==> src/hdl/dsos_pkg.sv <==
// Purpose: Shared constants for drive status output select
// Assumes: 32-bit Avalon-MM registers, byte addresses, frequency in 0.01 Hz units
// Notes:   Current in 0.1 A units, thermal level in percent
package dsos_pkg;
  localparam int          ADDR_W         = 8;
  localparam int          DATA_W         = 32;
  localparam int          FREQ_W         = 16;
  localparam int          CODE_W         = 4;
  localparam int          NUM_DIN        = 6;
  localparam int          NUM_STAGE      = 16;
  localparam int          NUM_IRQ        = 5;
  // Register byte offsets
  localparam logic [7:0]  OFF_DIN_SEL    = 8'h00;
  localparam logic [7:0]  OFF_RELAY_SEL  = 8'h18;
  localparam logic [7:0]  OFF_DOUT_SEL   = 8'h1C;
  localparam logic [7:0]  OFF_ANALOG_SEL = 8'h20;
  localparam logic [7:0]  OFF_REACH_THR  = 8'h24;
  localparam logic [7:0]  OFF_THERM_LVL  = 8'h28;
  localparam logic [7:0]  OFF_RATED_CUR  = 8'h2C;
  localparam logic [7:0]  OFF_STATUS     = 8'h30;
  localparam logic [7:0]  OFF_THERM_TMR  = 8'h34;
  localparam logic [7:0]  OFF_IRQ_STAT   = 8'h38;
  localparam logic [7:0]  OFF_IRQ_EN     = 8'h3C;
  localparam logic [7:0]  OFF_IRQ_CLR    = 8'h40;
  localparam logic [7:0]  OFF_STAGE      = 8'h80;
  // Status register field positions
  localparam int          ST_RELAY       = 0;
  localparam int          ST_DOUT        = 1;
  localparam int          ST_REACH       = 2;
  localparam int          ST_OVERLOAD    = 3;
  localparam int          ST_SERIAL      = 4;
  localparam int          ST_STAGE       = 8;
  // Interrupt bit positions
  localparam int          IRQ_RELAY      = 0;
  localparam int          IRQ_DOUT       = 1;
  localparam int          IRQ_REACH      = 2;
  localparam int          IRQ_OVERLOAD   = 3;
  localparam int          IRQ_STAGE      = 4;
  // Output function codes
  localparam logic [3:0]  FN_OFF         = 4'h0;
  localparam logic [3:0]  FN_FAULT       = 4'h1;
  localparam logic [3:0]  FN_RUN         = 4'h2;
  localparam logic [3:0]  FN_ZERO        = 4'h3;
  localparam logic [3:0]  FN_FWD         = 4'h4;
  localparam logic [3:0]  FN_REV         = 4'h5;
  localparam logic [3:0]  FN_ACCEL       = 4'h6;
  localparam logic [3:0]  FN_DECEL       = 4'h7;
  localparam logic [3:0]  FN_AGREE       = 4'h8;
  localparam logic [3:0]  FN_OVERLOAD    = 4'h9;
  localparam logic [3:0]  FN_REACH       = 4'hA;
  localparam logic [3:0]  FN_OUT_MAX     = 4'hA;
  // Input function codes
  localparam logic [3:0]  IN_STAGE1      = 4'h6;
  localparam logic [3:0]  IN_STAGE4      = 4'h9;
  localparam logic [3:0]  IN_MAX         = 4'hE;
  localparam logic [3:0]  IN_SERIAL      = 4'hF;
  // Reset values
  localparam logic [3:0]  RST_RELAY_SEL  = 4'h1;
  localparam logic [3:0]  RST_DOUT_SEL   = 4'hA;
  localparam logic [23:0] RST_DIN_SEL    = 24'h3A7621;
  localparam logic [7:0]  RST_ANALOG_SEL = 8'h00;
  localparam logic [15:0] RST_REACH_THR  = 16'h1770;
  localparam logic [7:0]  RST_THERM_LVL  = 8'h64;
  localparam logic [15:0] RST_RATED_CUR  = 16'h0064;
  // Frequency limits in 0.01 Hz units; percent scale factor
  localparam logic [15:0] REACH_MAX      = 16'h7530;
  localparam logic [15:0] REACH_HYST     = 16'h0032;
  localparam logic [7:0]  PCT_SCALE      = 8'h64;
  // Timing
  localparam int          CLK_HZ         = 20_000_000;
  localparam int          TICK_US        = 1000;
  localparam int          TICK_CYC       = CLK_HZ / 1_000_000 * TICK_US;
endpackage

==> src/hdl/dsos_out_eval.sv <==
// Purpose: Maps one output function code onto the drive condition it selects
// Assumes: Condition vector indexed by function code, same clock domain
// Notes:   Output registered so it changes once per control cycle
`timescale 1ns/1ps
module dsos_out_eval (
  input  wire logic        i_clk,
  input  wire logic        i_rst,
  input  wire logic [3:0]  i_code,
  input  wire logic [10:0] i_cond,
  input  wire logic        i_allow,
  output logic             o_active
);
  always_ff @(posedge i_clk) begin
    if (i_rst) begin
      o_active <= 1'b0;
    end else if (!i_allow || i_code == dsos_pkg::FN_OFF
                 || i_code > dsos_pkg::FN_OUT_MAX) begin
      o_active <= 1'b0;
    end else begin
      o_active <= i_cond[i_code];
    end
  end
endmodule

==> src/hdl/dsos_top.sv <==
// Function
// - The serial-link enable code is accepted only by the sixth input's selector and only that input activates it.
// - Four speed-select inputs form a binary stage number with weights 1,2,4,8; all off is master speed.
// - The digital output works only while the analog-output selection is zero.
// - Function code 0 holds the output inactive.
// - Code 1 closes the output while a failure is detected.
// - Code 2 closes the output while the drive is in standby or running.
// - Code 3 closes the output while stopped or at zero output frequency.
// - Code 4 asserts while forward run executes with frequency above zero.
// - Code 5 asserts while reverse run executes with frequency above zero.
// - Code 6 asserts while ramping up toward the target.
// - Code 7 asserts while ramping down toward the target.
// - Code 8 closes when output frequency equals the selected stage frequency.
// - Code 9 closes on overload above rated current times thermal percentage while the timer counts.
// - Code 10 turns on at the reach threshold (max 300.00 Hz) and off below threshold minus 0.5 Hz.
//
// Purpose: Selects drive status conditions onto relay and digital outputs
// Assumes: Drive state inputs are on i_clk; terminal inputs are asynchronous pins
// Notes:   Registers answered over Avalon-MM with one wait cycle
`timescale 1ns/1ps
module dsos_top #(
  parameter int TICK_CYC = dsos_pkg::TICK_CYC
) (
  input  wire logic                      i_clk,
  input  wire logic                      i_rst,
  input  wire logic [dsos_pkg::ADDR_W-1:0] i_avs_address,
  input  wire logic                      i_avs_read,
  input  wire logic                      i_avs_write,
  input  wire logic [3:0]                i_avs_byteenable,
  input  wire logic [31:0]               i_avs_writedata,
  output logic      [31:0]               o_avs_readdata,
  output logic                           o_avs_waitrequest,
  input  wire logic [dsos_pkg::NUM_DIN-1:0] i_din_pin,
  input  wire logic                      i_fault,
  input  wire logic                      i_standby,
  input  wire logic                      i_running,
  input  wire logic                      i_forward_run,
  input  wire logic                      i_reverse_run,
  input  wire logic                      i_accel,
  input  wire logic                      i_decel,
  input  wire logic [15:0]               i_out_freq,
  input  wire logic [15:0]               i_out_current,
  output logic                           o_relay_output,
  output logic                           o_dout,
  output logic                           o_analog_output_en,
  output logic [3:0]                     o_speed_stage,
  output logic                           o_serial_link_en,
  output logic                           o_irq
);
  logic [3:0]  din_sel [dsos_pkg::NUM_DIN];
  logic [3:0]  relay_function_sel;
  logic [3:0]  dout_function_sel;
  logic [7:0]  analog_out_sel;
  logic [15:0] reach_threshold;
  logic [7:0]  thermal_current_level;
  logic [15:0] motor_rated_current;
  logic [15:0] stage_freq [dsos_pkg::NUM_STAGE];
  logic [15:0] thermal_relay_timer;
  logic [dsos_pkg::NUM_IRQ-1:0] irq_status;
  logic [dsos_pkg::NUM_IRQ-1:0] irq_enable;
  logic [dsos_pkg::NUM_DIN-1:0] din_meta;
  logic [dsos_pkg::NUM_DIN-1:0] din_sync;
  logic        bus_ack;
  logic        reach_on;
  logic        overload;
  logic        overload_d;
  logic        reach_d;
  logic        relay_d;
  logic        dout_d;
  logic [3:0]  stage_d;
  logic [3:0]  next_stage;
  logic        next_serial;
  logic [10:0] cond;
  logic [23:0] load_scaled;
  logic [23:0] limit_scaled;
  logic [15:0] tick_cnt;
  logic        tick;
  logic        wr_go;
  logic        rd_go;
  logic [7:0]  addr;

  // Byte-lane merge, used by every configuration register; IRQ enable and clear use lane 0 only
  function automatic logic [31:0] merge_be(input logic [31:0] old_v,
                                           input logic [31:0] new_v,
                                           input logic [3:0]  be);
    logic [31:0] r;
    r = old_v;
    for (int b = 0; b < 4; b++) begin
      if (be[b]) begin
        r[8*b +: 8] = new_v[8*b +: 8];
      end
    end
    return r;
  endfunction

  // Legal input selector value for terminal index k
  function automatic logic din_code_ok(input int k, input logic [3:0] code);
    if (code == dsos_pkg::IN_SERIAL) begin
      return k == dsos_pkg::NUM_DIN - 1;
    end
    return code <= dsos_pkg::IN_MAX;
  endfunction

  assign addr     = i_avs_address;
  assign wr_go    = i_avs_write && bus_ack;
  assign rd_go    = i_avs_read && !bus_ack;
  // One wait cycle keeps read data registered
  assign o_avs_waitrequest = (i_avs_read || i_avs_write) && !bus_ack;

  always_ff @(posedge i_clk) begin
    if (i_rst) begin
      bus_ack <= 1'b0;
    end else begin
      bus_ack <= (i_avs_read || i_avs_write) && !bus_ack;
    end
  end

  // Terminal pins synchronised before use
  always_ff @(posedge i_clk) begin
    if (i_rst) begin
      din_meta <= '0;
      din_sync <= '0;
    end else begin
      din_meta <= i_din_pin;
      din_sync <= din_meta;
    end
  end

  // Configuration registers
  always_ff @(posedge i_clk) begin
    logic [31:0] v;
    v = '0;
    if (i_rst) begin
      for (int k = 0; k < dsos_pkg::NUM_DIN; k++) begin
        din_sel[k] <= dsos_pkg::RST_DIN_SEL[4*k +: 4];
      end
      relay_function_sel    <= dsos_pkg::RST_RELAY_SEL;
      dout_function_sel     <= dsos_pkg::RST_DOUT_SEL;
      analog_out_sel        <= dsos_pkg::RST_ANALOG_SEL;
      reach_threshold       <= dsos_pkg::RST_REACH_THR;
      thermal_current_level <= dsos_pkg::RST_THERM_LVL;
      motor_rated_current   <= dsos_pkg::RST_RATED_CUR;
      for (int s = 0; s < dsos_pkg::NUM_STAGE; s++) begin
        stage_freq[s] <= '0;
      end
    end else if (wr_go) begin
      for (int k = 0; k < dsos_pkg::NUM_DIN; k++) begin
        if (addr == dsos_pkg::OFF_DIN_SEL + 8'(4*k)) begin
          v = merge_be({28'h0, din_sel[k]}, i_avs_writedata, i_avs_byteenable);
          if (v[31:4] == '0 && din_code_ok(k, v[3:0])) begin
            din_sel[k] <= v[3:0];
          end
        end
      end
      if (addr == dsos_pkg::OFF_RELAY_SEL) begin
        v = merge_be({28'h0, relay_function_sel}, i_avs_writedata, i_avs_byteenable);
        if (v[31:4] == '0 && v[3:0] <= dsos_pkg::FN_OUT_MAX) begin
          relay_function_sel <= v[3:0];
        end
      end
      if (addr == dsos_pkg::OFF_DOUT_SEL) begin
        v = merge_be({28'h0, dout_function_sel}, i_avs_writedata, i_avs_byteenable);
        if (v[31:4] == '0 && v[3:0] <= dsos_pkg::FN_OUT_MAX) begin
          dout_function_sel <= v[3:0];
        end
      end
      if (addr == dsos_pkg::OFF_ANALOG_SEL) begin
        v = merge_be({24'h0, analog_out_sel}, i_avs_writedata, i_avs_byteenable);
        analog_out_sel <= v[7:0];
      end
      if (addr == dsos_pkg::OFF_REACH_THR) begin
        v = merge_be({16'h0, reach_threshold}, i_avs_writedata, i_avs_byteenable);
        if (v[31:16] != '0 || v[15:0] > dsos_pkg::REACH_MAX) begin
          reach_threshold <= dsos_pkg::REACH_MAX;
        end else begin
          reach_threshold <= v[15:0];
        end
      end
      if (addr == dsos_pkg::OFF_THERM_LVL) begin
        v = merge_be({24'h0, thermal_current_level}, i_avs_writedata, i_avs_byteenable);
        thermal_current_level <= v[7:0];
      end
      if (addr == dsos_pkg::OFF_RATED_CUR) begin
        v = merge_be({16'h0, motor_rated_current}, i_avs_writedata, i_avs_byteenable);
        motor_rated_current <= v[15:0];
      end
      for (int s = 0; s < dsos_pkg::NUM_STAGE; s++) begin
        if (addr == dsos_pkg::OFF_STAGE + 8'(4*s)) begin
          v = merge_be({16'h0, stage_freq[s]}, i_avs_writedata, i_avs_byteenable);
          stage_freq[s] <= v[15:0];
        end
      end
    end
  end

  always_comb begin
    next_stage  = 4'h0;
    next_serial = 1'b0;
    for (int k = 0; k < dsos_pkg::NUM_DIN; k++) begin
      if (din_sync[k] && din_sel[k] >= dsos_pkg::IN_STAGE1
          && din_sel[k] <= dsos_pkg::IN_STAGE4) begin
        next_stage[2'(din_sel[k] - dsos_pkg::IN_STAGE1)] = 1'b1;
      end
    end
    if (din_sync[dsos_pkg::NUM_DIN-1]
        && din_sel[dsos_pkg::NUM_DIN-1] == dsos_pkg::IN_SERIAL) begin
      next_serial = 1'b1;
    end
  end

  always_ff @(posedge i_clk) begin
    if (i_rst) begin
      o_speed_stage    <= 4'h0;
      o_serial_link_en <= 1'b0;
    end else begin
      o_speed_stage    <= next_stage;
      o_serial_link_en <= next_serial;
    end
  end

  assign load_scaled  = 24'(i_out_current) * 24'(dsos_pkg::PCT_SCALE);
  assign limit_scaled = 24'(motor_rated_current) * 24'(thermal_current_level);

  always_ff @(posedge i_clk) begin
    if (i_rst) begin
      overload <= 1'b0;
    end else begin
      overload <= load_scaled > limit_scaled;
    end
  end

  // Millisecond tick for the thermal timer
  always_ff @(posedge i_clk) begin
    if (i_rst) begin
      tick_cnt <= '0;
      tick     <= 1'b0;
    end else if (tick_cnt == 16'(TICK_CYC - 1)) begin
      tick_cnt <= '0;
      tick     <= 1'b1;
    end else begin
      tick_cnt <= tick_cnt + 16'h0001;
      tick     <= 1'b0;
    end
  end

  always_ff @(posedge i_clk) begin
    if (i_rst || !overload) begin
      thermal_relay_timer <= '0;
    end else if (tick && thermal_relay_timer != 16'hFFFF) begin
      thermal_relay_timer <= thermal_relay_timer + 16'h0001;
    end
  end

  always_ff @(posedge i_clk) begin
    if (i_rst) begin
      reach_on <= 1'b0;
    end else if (i_out_freq >= reach_threshold) begin
      reach_on <= 1'b1;
    end else if (reach_threshold < dsos_pkg::REACH_HYST
                 || i_out_freq < reach_threshold - dsos_pkg::REACH_HYST) begin
      reach_on <= 1'b0;
    end
  end

  always_comb begin
    cond = '0;
    cond[dsos_pkg::FN_FAULT]    = i_fault;
    cond[dsos_pkg::FN_RUN]      = i_standby || i_running;
    cond[dsos_pkg::FN_ZERO]     = !i_running || i_out_freq == '0;
    cond[dsos_pkg::FN_FWD]      = i_forward_run && i_out_freq != '0;
    cond[dsos_pkg::FN_REV]      = i_reverse_run && i_out_freq != '0;
    cond[dsos_pkg::FN_ACCEL]    = i_accel;
    cond[dsos_pkg::FN_DECEL]    = i_decel;
    cond[dsos_pkg::FN_AGREE]    = i_out_freq == stage_freq[o_speed_stage];
    cond[dsos_pkg::FN_OVERLOAD] = overload;
    cond[dsos_pkg::FN_REACH]    = reach_on;
  end

  dsos_out_eval u_relay (
    .i_clk    (i_clk),
    .i_rst    (i_rst),
    .i_code   (relay_function_sel),
    .i_cond   (cond),
    .i_allow  (1'b1),
    .o_active (o_relay_output)
  );

  dsos_out_eval u_dout (
    .i_clk    (i_clk),
    .i_rst    (i_rst),
    .i_code   (dout_function_sel),
    .i_cond   (cond),
    .i_allow  (analog_out_sel == '0),
    .o_active (o_dout)
  );

  assign o_analog_output_en = analog_out_sel != '0;

  // Edge history for interrupt events
  always_ff @(posedge i_clk) begin
    if (i_rst) begin
      relay_d    <= 1'b0;
      dout_d     <= 1'b0;
      reach_d    <= 1'b0;
      overload_d <= 1'b0;
      stage_d    <= 4'h0;
    end else begin
      relay_d    <= o_relay_output;
      dout_d     <= o_dout;
      reach_d    <= reach_on;
      overload_d <= overload;
      stage_d    <= o_speed_stage;
    end
  end

  // Set beats clear in the same cycle
  always_ff @(posedge i_clk) begin
    logic [dsos_pkg::NUM_IRQ-1:0] set_v;
    set_v = '0;
    set_v[dsos_pkg::IRQ_RELAY]    = o_relay_output && !relay_d;
    set_v[dsos_pkg::IRQ_DOUT]     = o_dout && !dout_d;
    set_v[dsos_pkg::IRQ_REACH]    = reach_on && !reach_d;
    set_v[dsos_pkg::IRQ_OVERLOAD] = overload && !overload_d;
    set_v[dsos_pkg::IRQ_STAGE]    = o_speed_stage != stage_d;
    if (i_rst) begin
      irq_status <= '0;
      irq_enable <= '0;
    end else begin
      if (wr_go && addr == dsos_pkg::OFF_IRQ_CLR && i_avs_byteenable[0]) begin
        irq_status <= (irq_status & ~i_avs_writedata[dsos_pkg::NUM_IRQ-1:0]) | set_v;
      end else begin
        irq_status <= irq_status | set_v;
      end
      if (wr_go && addr == dsos_pkg::OFF_IRQ_EN && i_avs_byteenable[0]) begin
        irq_enable <= i_avs_writedata[dsos_pkg::NUM_IRQ-1:0];
      end
    end
  end

  assign o_irq = |(irq_status & irq_enable);

  // Read data captured in the wait cycle; unmapped reads return zero
  always_ff @(posedge i_clk) begin
    if (i_rst) begin
      o_avs_readdata <= '0;
    end else if (rd_go) begin
      o_avs_readdata <= '0;
      for (int k = 0; k < dsos_pkg::NUM_DIN; k++) begin
        if (addr == dsos_pkg::OFF_DIN_SEL + 8'(4*k)) begin
          o_avs_readdata <= {28'h0, din_sel[k]};
        end
      end
      for (int s = 0; s < dsos_pkg::NUM_STAGE; s++) begin
        if (addr == dsos_pkg::OFF_STAGE + 8'(4*s)) begin
          o_avs_readdata <= {16'h0, stage_freq[s]};
        end
      end
      unique case (addr)
        dsos_pkg::OFF_RELAY_SEL:  o_avs_readdata <= {28'h0, relay_function_sel};
        dsos_pkg::OFF_DOUT_SEL:   o_avs_readdata <= {28'h0, dout_function_sel};
        dsos_pkg::OFF_ANALOG_SEL: o_avs_readdata <= {24'h0, analog_out_sel};
        dsos_pkg::OFF_REACH_THR:  o_avs_readdata <= {16'h0, reach_threshold};
        dsos_pkg::OFF_THERM_LVL:  o_avs_readdata <= {24'h0, thermal_current_level};
        dsos_pkg::OFF_RATED_CUR:  o_avs_readdata <= {16'h0, motor_rated_current};
        dsos_pkg::OFF_STATUS: begin
          o_avs_readdata <= {20'h0, o_speed_stage, 3'h0, o_serial_link_en,
                             overload, reach_on, o_dout, o_relay_output};
        end
        dsos_pkg::OFF_THERM_TMR:  o_avs_readdata <= {16'h0, thermal_relay_timer};
        dsos_pkg::OFF_IRQ_STAT:   o_avs_readdata <= {27'h0, irq_status};
        dsos_pkg::OFF_IRQ_EN:     o_avs_readdata <= {27'h0, irq_enable};
        default: ;
      endcase
    end
  end
endmodule

==> config.mk <==
export PLATFORM = sky130hd
export DESIGN_NAME = dsos_top
export DESIGN_NICKNAME = d
export VERILOG_FILES = /design/src/hdl/dsos_pkg.sv /design/src/hdl/dsos_out_eval.sv /design/src/hdl/dsos_top.sv
export SDC_FILE = /design/constraint.sdc
export NUM_CORES = 1
export LEC_CHECK = 0
export ABC_AREA = 1
export BUFFER_PORTS_ARGS = -buffer_cell sky130_fd_sc_hd__clkbuf_2
export CORE_AREA = 2 2 243 245
export DETAILED_ROUTE_END_ITERATION = 10
export DIE_AREA = 0 0 245 247
export PLACE_DENSITY = 0.66
export SLEW_MARGIN = 5
export SYNTH_ARGS = -nofsm -noshare
export SYNTH_HDL_FRONTEND = slang
export SYNTH_HIERARCHICAL = 1
export SYNTH_SLANG_ARGS = --single-unit
export TNS_END_PERCENT = 1
==> constraint.sdc <==
create_clock -name i_clk -period 9.6 [get_ports i_clk]
set_input_delay 0.48 -clock i_clk [delete_from_list [all_inputs] [get_ports i_clk]]
set_output_delay 0.48 -clock i_clk [all_outputs]
set_load 0.02 [all_outputs]
==> flow_summary.toml <==
[setup_path]
reg2reg_to = "overload"
crit_fanout = 18
ff2ff_path_depth = 27
reg2reg_slack_ns = 3.52
cp-start-kind = "flip-flop"
cp.arrival_ns = 6.61
crit_type = "reg2reg"
worst_ep_required_time_ns = 10.13
r2r-start = "thermal_current_level[3]"
endpoint_kind = "flip-flop"

[pwr]
p_clk_share_pct = 40.5
p_leak_nw = 14.0
power_frac_seq_pct = 45.6
p_int_mw = 3.31
switching_power_mw = 1.21
power.density_nw_per_um2 = 144
switching_share_pct = 26.7
ir_drop_mv = 0.175
pwr-share-comb_pct = 13.9
p_total_mw = 4.52

[synth]
ys_types = 68
synth_warnings = 6
ys_seq_area_share_pct = 39.6
synth_area_leader_cell = "edfxtp_1"
synth_edf_count = 280
synth_area_per_cell_sq_um = 7.98
synthCells = 3583
ys_seq_elements = 425
synth_top_family_by_area = "simple AND/OR/NAND/NOR gates"
synth_top_area_share_pct = 29.4
synth-simple-area-share_pct = 18.7
synth.area.top_cells = "edfxtp_1 (29%), dfxtp_1 (10%), nand2_1 (7.5%)"
netlist_area_sq_um = 28600
synthXorXnorAreaFrac_pct = 2.27
async_flop_share_pct = 0
synthMuxAreaShare_pct = 0
synthFlopType = "edfxtp_1"
synth-compound-area-share_pct = 15.7
synthAdderAreaFrac_pct = 13.3

[placement]
place_ws_ns = 3.59
io_buffers = 118
hpwl_mm = 65.8
gp_congestion = 0.909

[floorplanning]
die_x_um = 245
ios = 135
start_util_pct = 49.1
die_h_um = 247
rows = 89
core_region_area_sq_um = 58200
die_area_sq_um = 60500

[cts]
clock-sinks = 425
cts_buffers = 46
cts_tree = "yes"
clkTransAtPathRegs_ns = 0.06
h-tree-depth = 2
post_cts_buffers = 0
insertion_delay_ns = 0.59
ctsHoldBuffers = 0
cts.repair.resized = 0
cts.path.max_buffers = 3
clk_root_buffer_cell = "clkbuf_16"

[routing]
detail-route-antenna-nets = 0
drcViolationCount = 0
wl_per_cell_um = 20.0
drt_iter0_drc = 2644
firstDrtPassIters = 6
vias = 25400
vias_per_cell = 5.73
wirelength_mm = 88.8

[cells_and_area]
n_fill_cell = 5558
multi_input_area_sq_um = 14400
syn_to_final_growth_pct = 9.52
regArea_sq_um = 11300
drive_gt1_share_pct = 7.84
most-common-layout-cells = "nand2_1 (569), inv_1 (564), nor2_1 (475), o21ai_0 (299), edfxtp_1 (280)"
nNetsFinal = 3967
final_common_cell = "nand2_1"

[grt]
antenna_found_initial = 3
overflow = 0
track_usage_pct = 29.3
grt_pass1_vias = 24100
grt_pass1_wl_mm = 136
grt_max_degree = 87

[timing]
relSlewSlack_pct = 6.94
setup-violations-final = 0
fin_skew_ns = 0.0161
rsz0062_at_grt = "false"
timing.final.crit_period_ns = 6.08
timing_hold_violations_final = 0
max_freq_mhz = 165
fin_crit_sh_pct = 63.3
worstMarginPinSlew_ns = 1.36
maxSlewViolCount = 0
fin_ws_ns = 3.52
timing.setup.tns_ns = 0

[min_path]
hold_path.class = "in2reg"
hold_end = "din_meta[3]"
min_from = "i_din_pin[3]"
whs_path_depth = 3

[outcome]
status = "completed"

[run]
maxCapViolCount = 0
[power groups by stage]
stage | logic [mW] | clock network (mW) | registers, mW
after floorplan | 0.419 | 0 | 2.09
after global placement | 0.616 | 0 | 2.10
after detailed placement | 0.622 | 0 | 2.10
after CTS | 0.625 | 1.84 | 2.06
after global routing | 0.708 | 1.92 | 2.07
final | 0.627 | 1.83 | 2.06
[logic make-up after synthesis]
group           count (synthesis)
simple gates                 1288
flops                         425
buf+inv                       764
other cells                     2
xor+xnor                       74
compound gates                784
fa+ha+maj                     246
[flip-flops by register name, summed over array words and instances, names as in the netlist, 5 cells and up]
register,flops
stage_freq,256
din_sel,24
motor_rated_current,16
o_avs_readdata,16
reach_threshold,16
thermal_relay_timer,16
tick_cnt,16
analog_out_sel,8
thermal_current_level,8
din_meta,6
din_sync,6
irq_enable,5
irq_status,5
[synth_stat cells, types with 54 or more instances]
library cell	number
nand2_1	569
inv_1	565
nor2_1	475
o21ai_0	302
edfxtp_1	280
a21oi_1	260
ha_1	151
dfxtp_1	145
clkbuf_1	125
fa_1	95
nand3_1	75
nand4_1	65
xor2_1	55
o22ai_1	54
[through the flow]
step	hold slack [ns]	cells	instance area (sq um)	util, %
final	0.0804	4436	31300	53.7
after global routing	0.0732	4435	31300	53.7
after CTS	0.0542	4435	31300	53.7
after detailed placement	0.396	4353	29800	51.1
after global placement	0.392	4353	29800	51.1
after floorplan	0.388	3600	28600	-
[worst max-delay path, stage by stage, from the launching register on]
cell	delay (ns)
dfxtp_1	0.78
nand2_1	0.16
fa_1	0.50
fa_1	0.49
inv_1	0.06
fa_1	0.52
inv_1	0.05
fa_1	0.52
inv_1	0.04
ha_1	0.34
a21oi_1	0.14
o21ai_1	0.07
a21oi_1	0.21
o21ai_1	0.13
a21boi_1	0.25
o21ai_2	0.11
a21boi_2	0.16
o21ai_1	0.11
xnor2_1	0.14
ha_1	0.27
inv_1	0.05
nor3_1	0.29
a21boi_0	0.16
o21ai_0	0.16
nand2_1	0.06
nand2_1	0.05
o211ai_1	0.07
nor2_1	0.12
[worst max-delay path by stage]
| stage | start | to | slack (ns) |
|---|---|---|---|
| 2_1_floorplan | thermal_current_level[7] | overload | 3.87 |
| 3_3_place_gp | thermal_current_level[3] | overload | 3.67 |
| 3_5_place_dp | thermal_current_level[3] | overload | 3.59 |
| 4_1_cts | thermal_current_level[3] | overload | 3.58 |
| 5_1_grt | thermal_current_level[3] | overload | 3.00 |
| 6_report | thermal_current_level[3] | overload | 3.52 |
[metal layers]
metal | share of wire (%) | global-route usage [%]
met5 | 0.011 | 0
met4 | 5.4 | 14.8
met3 | 7.6 | 3.71
met2 | 48 | 49.8
met1 | 39 | 36.8
[cell type report]
| class | count | share of cell area [%] |
|---|---|---|
| Tap cell | 773 | 3.09 |
| Inverter | 583 | 7.00 |
| Clock buffer | 65 | 4.31 |
| Multi-Input combinational cell | 2411 | 45.9 |
| Timing Repair Buffer | 161 | 2.93 |
| Clock inverter | 17 | 0.604 |
| Sequential cell | 425 | 36.2 |
| Antenna cell | 1 | 0.00799 |
(Power assumes the default switching activity.)
